===== config.mk =====
export PLATFORM = sky130hd
export DESIGN_NAME = fault_manager
export DESIGN_NICKNAME = d
export VERILOG_FILES = /design/src/fault_pkg.sv /design/src/fault_manager.sv
export SDC_FILE = /design/constraint.sdc
export NUM_CORES = 1
export LEC_CHECK = 0
export BUFFER_PORTS_ARGS = -buffer_cell sky130_fd_sc_hd__buf_2
export CELL_PAD_IN_SITES_DETAIL_PLACEMENT = 1
export CELL_PAD_IN_SITES_GLOBAL_PLACEMENT = 1
export CORE_MARGIN = 8
export CORE_UTILIZATION = 45
export DETAILED_ROUTE_END_ITERATION = 10
export GPL_ROUTABILITY_DRIVEN = 0
export PLACE_DENSITY = 0.82
export SLEW_MARGIN = 20
export SYNTH_ARGS = -nofsm -noshare
export SYNTH_HDL_FRONTEND = slang
export SYNTH_SLANG_ARGS = --single-unit

===== constraint.sdc =====
create_clock -name mclk_i -period 3.5 [get_ports mclk_i]
set_input_delay 0.175 -clock mclk_i [delete_from_list [all_inputs] [get_ports mclk_i]]
set_output_delay 0.175 -clock mclk_i [all_outputs]
set_load 0.02 [all_outputs]

===== src/fault_pkg.sv =====
`timescale 1ns/100ps
package fault_pkg;
  localparam int CLK_PERIOD_NS = 5;
  localparam int TICK_NS = 1000;
  localparam int TICK_CYCLES = TICK_NS / CLK_PERIOD_NS;
  localparam logic [7:0] TICK_LAST = 8'(TICK_CYCLES - 1);

  localparam logic [7:0] CFG_ADDR = 8'h00;
  localparam logic [7:0] CMD_ADDR = 8'h04;
  localparam logic [7:0] WDT_ADDR = 8'h08;
  localparam logic [7:0] RETRY_ADDR = 8'h0C;
  localparam logic [7:0] STAT_ADDR = 8'h10;
  localparam logic [7:0] FET_ADDR = 8'h14;

  localparam int CFG_WDT_ON = 0;
  localparam int CFG_WDT_ACT = 1;
  localparam int CFG_BUS_EN = 2;
  localparam int CFG_SAT_EN = 3;
  localparam int CFG_OV_ON = 4;
  localparam int CFG_OV_PICK = 5;
  localparam int CFG_OC_ACT = 6;
  localparam int CFG_FILT = 8;

  localparam int CMD_CLEAR = 0;
  localparam int CMD_TICKLE = 1;

  localparam int ST_CTRL = 0;
  localparam int ST_DRV = 1;
  localparam int ST_WDT = 2;
  localparam int ST_BUS = 3;
  localparam int ST_CSAT = 4;
  localparam int ST_SSAT = 5;
  localparam int ST_PUMP = 6;
  localparam int ST_OV = 7;
  localparam int ST_OC = 8;
  localparam int ST_LOCK = 9;

  localparam logic [31:0] CFG_RESET = 32'h0000_0A10;
  localparam logic [15:0] WDT_RESET = 16'h03E8;
  localparam logic [15:0] RETRY_RESET = 16'h01F4;

  typedef enum logic [1:0] {
    OC_LATCH = 2'b00,
    OC_RETRY = 2'b01,
    OC_REPORT = 2'b10,
    OC_OFF = 2'b11
  } oc_action_t;

  typedef enum logic [1:0] {
    OCS_IDLE = 2'b00,
    OCS_LATCHED = 2'b01,
    OCS_WAIT = 2'b10,
    OCS_REPORTED = 2'b11
  } oc_state_t;
endpackage

module glitch_filter #(
  parameter int CNT_W = 8
) (
  input wire logic mclk_i,
  input wire logic reset_i,
  input wire logic ce_i,
  input wire logic level_i,
  input wire logic [CNT_W-1:0] limit_i,
  output logic hit_o
);
  typedef struct packed {
    logic [CNT_W-1:0] cnt;
    logic hit;
  } filt_state_t;

  filt_state_t s;
  filt_state_t next_s;

  generate
    if (CNT_W < 1) begin : g_bad_width
      $error("CNT_W must be at least 1");
    end
  endgenerate

  always_comb begin
    next_s = s;
    if (!level_i) begin
      next_s.cnt = '0;
      next_s.hit = 1'b0;
    end else if (s.cnt == limit_i) begin
      next_s.hit = 1'b1;
    end else begin
      next_s.cnt = s.cnt + CNT_W'(1);
    end
  end

  always_ff @(posedge mclk_i) begin
    if (reset_i) begin
      s <= '0;
    end else if (ce_i) begin
      s <= next_s;
    end
  end

  assign hit_o = s.hit;
endmodule


===== src/fault_manager.sv =====
`timescale 1ns/100ps
module fault_manager
  import fault_pkg::*;
#(
  parameter int N_FET = 6
) (
  input wire logic mclk_i,
  input wire logic reset_i,
  input wire logic ce_i,
  input wire logic [7:0] addr_i,
  input wire logic [31:0] wdata_i,
  input wire logic wr_i,
  input wire logic rd_i,
  output logic [31:0] rdata_o,
  input wire logic vm_uvlo_i,
  input wire logic analog_regulator_rail_uv_i,
  input wire logic buck_feedback_pin_uv_i,
  input wire logic charge_pump_rail_uv_i,
  input wire logic vm_above_low_i,
  input wire logic vm_above_high_i,
  input wire logic [N_FET-1:0] fet_over_i,
  input wire logic buck_over_i,
  input wire logic bus_over_cap_i,
  input wire logic cur_loop_sat_i,
  input wire logic spd_loop_sat_i,
  output logic fault_out_low_o,
  output logic fets_hiz_o,
  output logic speed_limit_o,
  output logic buck_off_o,
  output logic pump_off_o,
  output logic reset_req_o
);
  localparam int N_ASYNC = N_FET + 7;

  generate
    if (N_FET < 1 || N_FET > 16) begin : g_bad_fet
      $error("N_FET must be 1 to 16");
    end
  endgenerate

  typedef struct packed {
    logic [N_ASYNC-1:0] sync1;
    logic [N_ASYNC-1:0] sync2;
    logic [31:0] cfg;
    logic [15:0] wdt_int;
    logic [15:0] retry;
    logic [7:0] prescale;
    logic [15:0] wdt_cnt;
    logic [15:0] retry_cnt;
    oc_state_t oc_state;
    logic wdt_flag;
    logic wdt_hiz;
    logic pump_flag;
    logic ov_flag;
    logic oc_flag;
    logic [N_FET-1:0] fet_flag;
    logic [31:0] rdata;
    logic fault_n;
    logic hiz;
    logic speed_lim;
    logic buck_off;
    logic pump_off;
    logic rst_req;
  } mgr_state_t;

  mgr_state_t s;
  mgr_state_t next_s;

  logic [N_FET:0] filt_in;
  logic [N_FET:0] filt_hit;

  // synced pins: fet bits, buck oc, then the supply monitors
  assign filt_in = s.sync2[N_FET:0];

  // deglitch each fet and the buck switch
  genvar gi;
  generate
    for (gi = 0; gi <= N_FET; gi++) begin : g_filt
      glitch_filter #(.CNT_W(8)) u_filt (
        .mclk_i(mclk_i),
        .reset_i(reset_i),
        .ce_i(ce_i),
        .level_i(filt_in[gi]),
        .limit_i(s.cfg[CFG_FILT +: 8]),
        .hit_o(filt_hit[gi])
      );
    end
  endgenerate

  logic vm_uv;
  logic analog_regulator_rail_uv;
  logic bk_uv;
  logic pump_uv;
  logic ov_low;
  logic ov_high;
  logic clr;
  logic tickle;
  logic tick;
  logic lockout;
  logic buck_lock;
  logic ov_live;
  logic oc_live;
  logic oc_event;
  logic wdt_expire;
  logic retry_done;
  logic bus_live;
  logic csat_live;
  logic ssat_live;
  logic drv_fault;
  logic ctrl_fault;
  oc_action_t oc_act;

  always_comb begin
    vm_uv = s.sync2[N_FET+1];
    analog_regulator_rail_uv = s.sync2[N_FET+2];
    bk_uv = s.sync2[N_FET+3];
    pump_uv = s.sync2[N_FET+4];
    ov_low = s.sync2[N_FET+5];
    ov_high = s.sync2[N_FET+6];
    oc_act = oc_action_t'(s.cfg[CFG_OC_ACT +: 2]);
    // clear acts on the write cycle only
    clr = wr_i && addr_i == CMD_ADDR && wdata_i[CMD_CLEAR];
    tickle = wr_i && addr_i == CMD_ADDR && wdata_i[CMD_TICKLE];
    tick = s.prescale == TICK_LAST;
    // filtered buck overcurrent joins the lockouts
    buck_lock = bk_uv || filt_hit[N_FET];
    lockout = vm_uv || analog_regulator_rail_uv || buck_lock;
    // guard enable and trip level pick
    ov_live = s.cfg[CFG_OV_ON] &&
      (s.cfg[CFG_OV_PICK] ? ov_high : ov_low);
    oc_live = |filt_hit[N_FET-1:0];
    // action 11 never raises an event
    oc_event = oc_live && oc_act != OC_OFF;
    wdt_expire = s.cfg[CFG_WDT_ON] && s.wdt_cnt >= s.wdt_int;
    retry_done = tick && s.retry_cnt >= s.retry;
    // bus cap enable gates the live condition
    bus_live = s.cfg[CFG_BUS_EN] && bus_over_cap_i;
    csat_live = s.cfg[CFG_SAT_EN] && cur_loop_sat_i;
    ssat_live = s.cfg[CFG_SAT_EN] && spd_loop_sat_i;
    drv_fault = pump_uv || ov_live || s.oc_state != OCS_IDLE;
    ctrl_fault = s.wdt_flag || bus_live || csat_live || ssat_live;
  end

  always_comb begin
    next_s = s;
    next_s.sync1 = {ov_high_pin(vm_above_high_i), vm_above_low_i,
      charge_pump_rail_uv_i, buck_feedback_pin_uv_i,
      analog_regulator_rail_uv_i, vm_uvlo_i, buck_over_i, fet_over_i};
    next_s.sync2 = s.sync1;
    next_s.prescale = tick ? 8'h00 : s.prescale + 8'h01;

    if (wr_i) begin
      unique case (addr_i)
        CFG_ADDR: next_s.cfg = wdata_i;
        WDT_ADDR: next_s.wdt_int = wdata_i[15:0];
        RETRY_ADDR: next_s.retry = wdata_i[15:0];
        default: ;
      endcase
    end

    // watchdog counts microseconds since last tickle
    if (!s.cfg[CFG_WDT_ON] || tickle) begin
      next_s.wdt_cnt = 16'h0000;
    end else if (tick && !wdt_expire) begin
      next_s.wdt_cnt = s.wdt_cnt + 16'h0001;
    end
    if (clr && !wdt_expire) begin
      next_s.wdt_flag = 1'b0;
      next_s.wdt_hiz = 1'b0;
      next_s.wdt_cnt = 16'h0000;
    end
    // set wins over a clear in the same cycle
    if (wdt_expire) begin
      next_s.wdt_flag = 1'b1;
      next_s.wdt_hiz = s.cfg[CFG_WDT_ACT];
    end

    if (clr && !pump_uv) begin
      next_s.pump_flag = 1'b0;
    end
    if (clr && !ov_live) begin
      next_s.ov_flag = 1'b0;
    end
    if (pump_uv) begin
      next_s.pump_flag = 1'b1;
    end
    if (ov_live) begin
      next_s.ov_flag = 1'b1;
    end

    // overcurrent flags stay until a clear or a lockout
    if (clr && !oc_live) begin
      next_s.oc_flag = 1'b0;
    end
    if (clr) begin
      next_s.fet_flag = s.fet_flag & filt_hit[N_FET-1:0];
    end
    if (oc_event) begin
      next_s.oc_flag = 1'b1;
      next_s.fet_flag = next_s.fet_flag | filt_hit[N_FET-1:0];
    end

    unique case (s.oc_state)
      OCS_IDLE: begin
        next_s.retry_cnt = 16'h0000;
        if (oc_event) begin
          unique case (oc_act)
            OC_LATCH: next_s.oc_state = OCS_LATCHED;
            OC_RETRY: next_s.oc_state = OCS_WAIT;
            OC_REPORT: next_s.oc_state = OCS_REPORTED;
            OC_OFF: next_s.oc_state = OCS_IDLE;
          endcase
        end
      end
      // leave only on clear with condition gone, or on a lockout
      OCS_LATCHED, OCS_REPORTED: begin
        if (clr && !oc_live) begin
          next_s.oc_state = OCS_IDLE;
        end
      end
      // retry timer, driver fault ends at expiry
      OCS_WAIT: begin
        if (retry_done) begin
          next_s.oc_state = OCS_IDLE;
        end else if (tick) begin
          next_s.retry_cnt = s.retry_cnt + 16'h0001;
        end
      end
    endcase

    // lockouts put the logic in reset
    if (lockout) begin
      next_s.wdt_cnt = 16'h0000;
      next_s.retry_cnt = 16'h0000;
      next_s.oc_state = OCS_IDLE;
      next_s.wdt_flag = 1'b0;
      next_s.wdt_hiz = 1'b0;
      next_s.pump_flag = 1'b0;
      next_s.ov_flag = 1'b0;
      next_s.oc_flag = 1'b0;
      next_s.fet_flag = '0;
    end

    next_s.hiz = lockout || pump_uv || ov_live || next_s.wdt_hiz ||
      next_s.oc_state == OCS_LATCHED || next_s.oc_state == OCS_WAIT;
    next_s.pump_off = vm_uv || analog_regulator_rail_uv;
    next_s.buck_off = buck_lock;
    next_s.rst_req = lockout;
    // speed restriction tracks the live condition
    next_s.speed_lim = bus_live && !lockout;
    // new watchdog flag pulls the pin in the same edge as the float
    next_s.fault_n = lockout || !(drv_fault || ctrl_fault ||
      next_s.wdt_flag || next_s.oc_state != OCS_IDLE);

    next_s.rdata = 32'h0000_0000;
    if (rd_i) begin
      unique case (addr_i)
        CFG_ADDR: next_s.rdata = s.cfg;
        WDT_ADDR: next_s.rdata = {16'h0000, s.wdt_int};
        RETRY_ADDR: next_s.rdata = {16'h0000, s.retry};
        STAT_ADDR: begin
          next_s.rdata[ST_CTRL] = ctrl_fault;
          next_s.rdata[ST_DRV] = drv_fault;
          next_s.rdata[ST_WDT] = s.wdt_flag;
          next_s.rdata[ST_BUS] = bus_live;
          next_s.rdata[ST_CSAT] = csat_live;
          next_s.rdata[ST_SSAT] = ssat_live;
          next_s.rdata[ST_PUMP] = s.pump_flag;
          next_s.rdata[ST_OV] = s.ov_flag;
          next_s.rdata[ST_OC] = s.oc_flag;
          next_s.rdata[ST_LOCK] = lockout;
        end
        FET_ADDR: next_s.rdata[N_FET-1:0] = s.fet_flag;
        default: next_s.rdata = 32'h0000_0000;
      endcase
    end
  end

  function automatic logic ov_high_pin(input logic v);
    ov_high_pin = v;
  endfunction

  always_ff @(posedge mclk_i) begin
    if (reset_i) begin
      s <= '0;
      s.cfg <= CFG_RESET;
      s.wdt_int <= WDT_RESET;
      s.retry <= RETRY_RESET;
      s.fault_n <= 1'b1;
      s.oc_state <= OCS_IDLE;
    end else if (ce_i) begin
      s <= next_s;
    end
  end

  assign rdata_o = s.rdata;
  assign fault_out_low_o = s.fault_n;
  assign fets_hiz_o = s.hiz;
  assign speed_limit_o = s.speed_lim;
  assign buck_off_o = s.buck_off;
  assign pump_off_o = s.pump_off;
  assign reset_req_o = s.rst_req;
endmodule


==> results of run 1 <==
cell usage in the layout, fill, tap and decap left out, types with 6 or more instances in the layout:
cell and count:
dfxtp_1 244, nor2_1 216, nand2_1 176, a21oi_1 151, buf_2 96, xnor2_1 63
inv_1 47, mux2i_1 47, ha_1 45, dlygate4sd3_1 45, xor2_1 41, nand3_1 39
o21ai_0 34, a22oi_1 33, clkbuf_16 29, nand4_1 25, and3_1 19, nor3_1 18
buf_4 17, nor4_1 16, a211oi_1 16, a211o_1 13, or3_1 11, a21o_1 9
or4_1 8, o21bai_1 7, nand3b_1 7, a31oi_1 7, o21a_1 6, o31ai_1 6
o22ai_1 6
cell type report:
type,instances,area [um^2],area share [%]
well taps,341,426.7,3.031
multi-input cells,1087,6544,46.49
repair buffers,160,1090,7.742
flip-flops and latches,244,4885,34.70
clock inverters,11,137.6,0.9778
clock buffers,39,813.3,5.778
inverters,48,180.2,1.280
worst max-delay path, stage by stage (launching register included):
cell and delay, ns:
dfxtp_1 0.36, inv_1 0.09, ha_1 0.29, nand2b_1 0.13, a2111oi_0 0.40, o311a_1 0.26, o2111ai_2 0.38, and2_4 0.34
or4_1 0.49, a21oi_1 0.14
through the flow:
step                hold WS [ns]  cells  util [%]  worst slack [ns]  power [uW]
floorplan                 0.2928   1486         -            0.8173        3077
global placement          0.4078   1835     47.43            0.6339        3190
detailed placement        0.4229   1835     47.43            0.5400        3201
CTS                      0.04060   1930     52.67            0.5339        6252
global route             0.05896   1930     52.67            0.2497        6395
finish                   0.04896   1930     52.67            0.5297        6212
metal layers:
layer / vias to the layer above / track usage [%] / share of wire [%]
li1: 5307 / - / -
met2: 253 / 39.68 / 48
met4: 2 / 8.300 / 3.1
met5: - / 0 / 0.034
met3: 83 / 3.952 / 5.0
met1: 5442 / 28.43 / 44
path summary, 6_finish.rpt:
kind | startpoint | endpoint | slack [ns] | cells after the start
max | s[67]$_SDFFE_PP0P_ | s[71]$_SDFFE_PP0P_ | 0.53 | 9
min | reset_i | filt_in[3]$_SDFFE_PP0P_ | 0.05 | 2
max reg2reg | s[67]$_SDFFE_PP0P_ | s[71]$_SDFFE_PP0P_ | 0.53 | 9
min reg2reg | s[140]$_SDFFE_PP0P_ | s[140]$_SDFFE_PP0P_ | 0.46 | 2
power breakdown:
part | leakage [uW] | switching (uW) | internal [uW]
Combinational | 0.00303 | 216 | 135
Sequential | 0.00197 | 28.8 | 2810
Clock | 0.000462 | 1190 | 1830
Total | 0.00546 | 1440 | 4770
Yosys cell counts (5+ instances only):
master / count / area [um^2]
xor2_1: 41 / 359.1
nor3_1: 21 / 105.1
inv_1: 48 / 180.2
a21o_1: 9 / 67.56
a211o_1: 13 / 113.9
or3_1: 11 / 68.82
a31oi_1: 7 / 43.79
nor4_1: 16 / 100.1
ha_1: 45 / 563.0
nor2b_1: 5 / 31.28
xnor2_1: 63 / 551.8
nand3_1: 39 / 195.2
o31ai_1: 6 / 45.04
o21bai_1: 7 / 52.55
a211oi_1: 16 / 120.1
dfxtp_1: 244 / 4885
nand4_1: 25 / 156.4
o21a_1: 6 / 45.04
nand2_1: 176 / 660.6
a21oi_1: 151 / 755.7
mux2i_1: 47 / 470.5
o21ai_0: 34 / 170.2
nor2_1: 216 / 810.8
or4_1: 8 / 60.06
a311oi_1: 5 / 43.79
a22oi_1: 33 / 247.7
o22ai_1: 6 / 37.54
nand3b_1: 7 / 52.55
buf_4: 32 / 240.2
and3_1: 19 / 118.9
clkbuf_1: 68 / 255.2
logic make-up (layout without fill, tap and decap cells):
family | Yosys count | after routing | share of synthesized area (%)
buf+inv | 155 | 258 | 5.881
flops | 244 | 244 | 40.28
xor+xnor | 104 | 104 | 7.511
mux | 48 | 48 | 3.972
simple gates | 563 | 563 | 20.70
compound gates | 327 | 327 | 17.01
fa+ha+maj | 45 | 45 | 4.643
sequential cells by signal, indices dropped and copies added (netlist names), 2 cells and up:
name,cells
s,116
g_filt.u_filt.s,56
next_s,13
filt_in,7
g_filt.u_filt.hit_o,7
oc_act,2
rdata_o,32
==> summary.md, run 1 <==
| Metric | Value |
|---|---|
| Crit path kind | `reg -> reg` |
| CP Capture Type | `register` |
| Global-route usage over all layers | `23.01%` |
| Power Dens Cells | `441.3 nW/um^2` |
| Std-Cell Rows | `60` |
| Clock Latency Late Sink | `0.55 ns` |
| PortBufs | `98` |
| Clock tree buffer depth | `3` |
| Final setup TNS | `0 ns` |
| Detailed placement HPWL | `26.99 mm` |
| Critical path arrival | `3.45 ns` |
| H-Tree Depth | `1` |
| Setup violations, final | `0` |
| Setup bufs post-CTS | `0` |
| Synthesized instance count | `1486` |
| WP data required | `3.98 ns` |
| Sequential share of the synthesized area | `40.28%` |
| RSZ-0062 raised after global routing | `false` |
| EDFF count, synth | `0` |
| FFs w/ async S/R, synth | `0%` |
| Placed Area | `12670 um^2` |
| Final Hold Fails | `0` |
| Initial Util | `45.37%` |
| Fill cell count | `3211` |
| Slew headroom | `38.59%` |
| Inserted Clock Buffers | `28` |
| Yosys warns | `0` |
| N_diodes | `0` |
| Count of clock tree sinks | `244` |
| Initial antenna violation count | `1` |
| Post-synthesis register bit count | `244` |
| Tightest Pin Transition | `0.9198 ns` |
| Cts hold-fix bufs | `45` |
| Pins Over Slew Limit | `0` |
| Vias per std cell | `5.745` |
| Die width | `180.2 um` |
| Syn nets | `1592` |
| Max rail drop VDD | `0.3141 mV` |
| DR vias | `11.09k` |
| Vias in the first global route | `11.65k` |
| Clock root buffer | `clkbuf_16` |
| Final #Nets | `1675` |
| Avg WL per Cell | `20.03 um` |
| First-pass DRT Iterations | `4` |
| Most frequently used flop master after synthesis | `dfxtp_1` |
| First-pass GRT wire length | `62.04 mm` |
| Core area | `26730 um^2` |
| Synthesized area | `12130 um^2` |
| Fmax achieved | `336.7 MHz` |
| Post-cts resize count | `0` |
| Top-Level Pins | `99` |
| Total gr overflow | `0` |
| Startpoint types | `register` |
| CTS tree | `done` |
| Layout cells sized above 1 | `10.95%` |
| Static Leak | `0.005462 uW` |
| Tmin final | `2.970 ns` |
| Layout Skew | `0.02540 ns` |
| Worst-path clk slew | `0.06 ns` |
| # DRC | `0` |
| Final WL | `38.65 mm` |
| Finished Cell Area | `14080 um^2` |
| DIE HEIGHT | `180.2 um` |
| Outcome | `completed` |
| Max-cap check violation count | `0` |
| Count of cell types in the netlist | `65` |
| CP max FO | `14` |
| Pin count of the biggest net entering global routing | `64` |
| Synthesized area per cell | `8.161 um^2` |
| First DRT Iteration DRCs | `745` |
| DRT antenna net count | `0` |
| Die Footprint | `32460 um^2` |
| Hold crit path type | `in -> reg` |
| Final period utilization | `84.87%` |
| Area Overhead vs Synth | `16.08%` |
No activity file was read; power rests on OpenSTA's default activity.
==> run 2, diff against run 1 <==
==> constraint.sdc (replaced) <==
create_clock -name mclk_i -period 2.9 [get_ports mclk_i]
set_input_delay 0.145 -clock mclk_i [delete_from_list [all_inputs] [get_ports mclk_i]]
set_output_delay 0.145 -clock mclk_i [all_outputs]
set_load 0.02 [all_outputs]
==> run 2 against run 1 <==
Net effect: sequential power grew 21%; non-clock buffer count grew 23; largest power group is now registers; cell count grew 0.93%; sequential share of layout area shrank 0.30 points; critical path type unchanged; global-route usage is essentially flat; clock skew shrank 0.0030 ns; worst hold slack lost 0.035 ns.
==> summary.md, run 2 (synthesized netlist as in run 1, its figures left out) <==
| Metric | Value |
|---|---|
| Power Dens Cells | `511.3 nW/um^2 (+16%)` |
| Worst R2R Path Depth | `9 (unchanged)` |
| Final WL | `38.64 mm (about the same)` |
| Max-cap check violation count | `0 (unchanged)` |
| DR vias | `11.20k (+0.99%)` |
| Pins Over Slew Limit | `0 (unchanged)` |
| Outcome | `completed` |
| Sw Ratio | `23.21% (+0.053 points)` |
| Max rail drop VDD | `0.3793 mV (+21%)` |
| Pin count of the biggest net entering global routing | `80 (+25%)` |
| CP Capture Type | `register` |
| Static Leak | `0.005554 uW (+1.7%)` |
| Fill cell count | `3227 (+0.50%)` |
| First DRT Iteration DRCs | `591 (-21%)` |
| Die Footprint | `32460 um^2 (unchanged)` |
| Final Util | `53.12% (+0.45 points)` |
| Clock power frac | `46.9% (-1.8 points)` |
| First-pass GRT wire length | `61.99 mm (about the same)` |
| # DRC | `0 (unchanged)` |
| Final setup TNS | `0 ns (unchanged)` |
| Final #Nets | `1697 (+1.3%)` |
| Hold crit path type | `in -> reg` |
| Internal power | `5575 uW (+17%)` |
| Slew headroom | `55.26% (+17 points)` |
| Total power | `7260 uW (+17%)` |
| Tmin final | `2.796 ns (-0.1746 ns)` |
| Crit path depth | `9 (unchanged)` |
| Vias in the first global route | `11.76k (+0.90%)` |
| DIE HEIGHT | `180.2 um (unchanged)` |
| Tightest Pin Transition | `0.6675 ns (-0.2523 ns)` |
| CP max stage cell | `or4_1` |
| Crit path kind | `reg -> reg` |
| Biggest register | `s` |
| Final worst setup slack | `0.1043 ns (-0.4254 ns)` |
| DRT antenna net count | `0 (unchanged)` |
| Met2 usage in global routing | `39.50% (-0.18 points)` |
| Fmax achieved | `357.7 MHz (+6.2%)` |
| Gr busiest metal | `met2` |
| Core area | `26730 um^2 (unchanged)` |
| Max reg flops | `116 (unchanged)` |
| Flop pwr share | `47.1% (+1.5 points)` |
| Startpoint types | `register` |
| CTS tree | `done` |
| Worst-path clk slew | `0.06 ns (about the same)` |
| WP buf/inv | `1 (unchanged)` |
| Layout Skew | `0.02239 ns (-0.003013 ns)` |
| R2r setup slk | `0.10 ns (-0.43 ns)` |
| Crit path from | `s[104]$_SDFFE_PP0P_` |
| Hold Path Depth | `2 (unchanged)` |
| Final Hold Fails | `0 (unchanged)` |
| RR Startpoint | `s[104]$_SDFFE_PP0P_` |
| Sw Pwr | `1685 uW (+17%)` |
| GRT met1 Usage | `28.23% (-0.20 points)` |
| Detailed placement HPWL | `27.09 mm (+0.36%)` |
| Setup violations, final | `0 (unchanged)` |
| Initial antenna violation count | `0 (-1)` |
| CP max FO | `18 (+4)` |
| Top-Level Pins | `99 (unchanged)` |
| Worst slack at placement | `0.07000 ns (-0.4700 ns)` |
| Combinational power share | `6.0% (+0.3 points)` |
| Commonest non-fill, non-tap cell in the layout | `dfxtp_1` |
| Count of clock tree sinks | `244 (unchanged)` |
| Clock root buffer | `clkbuf_16` |
| GR Layer Usage met3 | `4.093% (+0.14 points)` |
| Vias per std cell | `5.748 (about the same)` |
| R2R Path End | `s[54]$_SDFFE_PP0P_` |
| WP data required | `3.35 ns (-0.63 ns)` |
| Initial Util | `45.37% (unchanged)` |
| Final period utilization | `96.40% (+12 points)` |
| Clock tree buffer depth | `3 (unchanged)` |
| Crit path capture | `s[54]$_SDFFE_PP0P_` |
| Die width | `180.2 um (unchanged)` |
| Setup bufs post-CTS | `0 (unchanged)` |
| Global-route usage over all layers | `22.97% (-0.039 points)` |
| Clock Latency Late Sink | `0.55 ns (about the same)` |
| First-pass DRT Iterations | `5 (+1)` |
| CP top delay family | `simple AND/OR/NAND/NOR gates` |
| Std-Cell Rows | `60 (unchanged)` |
| Area Overhead vs Synth | `17.08%` |
| Layout cells sized above 1 | `12.07% (+1.1 points)` |
| N_diodes | `0 (unchanged)` |
| Most frequent cells in the layout | `244 x dfxtp_1, 216 x nor2_1, 176 x nand2_1, 151 x a21oi_1, 96 x buf_2` |
| Inserted Clock Buffers | `27 (-3.6%)` |
| Avg WL per Cell | `19.84 um (-0.96%)` |
| PortBufs | `98 (unchanged)` |
| RSZ-0062 raised after global routing | `false` |
| Total gr overflow | `0 (unchanged)` |
| Critical path arrival | `3.24 ns (-0.21 ns)` |
| Crit path cell chain | `inv_1, ha_1, a211oi_1, o21bai_1, o31ai_1, nand2_1, or2_4, or4_1, a21oi_1` |
| H-Tree Depth | `1 (unchanged)` |
| Crit path largest cell delay | `0.55 ns (+0.06 ns)` |
## run 2: cell count changes in the layout (fill, tap and decap cells not counted), moves of 2 or more
cell / previous run / this run
buf_4: 17 / 39
clkbuf_16: 29 / 27
a2111oi_0: 2 / 0
clkinvlp_4: 3 / 1
## run 2: area by class of cell
cell class              instances  area [um^2]  share of cell area [%]
clock buffers                  37        773.2                   5.446
clock inverters                 8        92.59                  0.6522
inverters                      48        180.2                   1.269
multi-input cells            1087         6565                   46.24
flip-flops and latches        244         4885                   34.41
well taps                     341        426.7                   3.005
repair buffers                183         1275                   8.980
## run 2: repair_timing
item / CTS / global route
endpoints found under the setup margin: 1 / 12
endpoints found under the hold margin: 77 / 0
hold buffers: 45 / 0
gates resized for setup: 1 / 5
pin swaps: 0 / 0
## run 2: worst min path at each step
stage	from	end
final	reset_i	next_s[158]$_SDFFE_PP0P_
after global routing	reset_i	next_s[158]$_SDFFE_PP0P_
after CTS	reset_i	next_s[158]$_SDFFE_PP0P_
after detailed placement	fet_over_i[3]	next_s[158]$_SDFFE_PP0P_
after global placement	fet_over_i[4]	next_s[159]$_SDFFE_PP0P_
after floorplan	wdata_i[2]	s[93]$_SDFFE_PP1P_
## run 2: power by group through the flow
| stage | clock network [uW] | registers [uW] | logic (uW) |
|---|---|---|---|
| final | 3410 | 3420 | 432 |
| after global routing | 3590 | 3420 | 467 |
| after CTS | 3480 | 3420 | 428 |
| after detailed placement | 0 | 3490 | 378 |
| after global placement | 0 | 3490 | 368 |
| after floorplan | 0 | 3490 | 225 |
## run 2: layer usage
| metal | vias to the layer above | wire (um) |
|---|---|---|
| li1 | 5357 | - |
| met1 | 5502 | 16940 |
| met2 | 254 | 18400 |
| met3 | 84 | 1845 |
| met4 | 0 | 1452 |
| met5 | - | 0 |
## run 2: through the flow
| stage | instances | hold slack, ns | area, um^2 |
|---|---|---|---|
| detailed placement | 1858 | 0.3880 | 12860 |
| CTS | 1948 | 0.006242 | 14180 |
| global route | 1948 | 0.04030 | 14200 |
| floorplan | 1486 | 0.2628 | 12130 |
| finish | 1948 | 0.01358 | 14200 |
| global placement | 1858 | 0.3788 | 12860 |
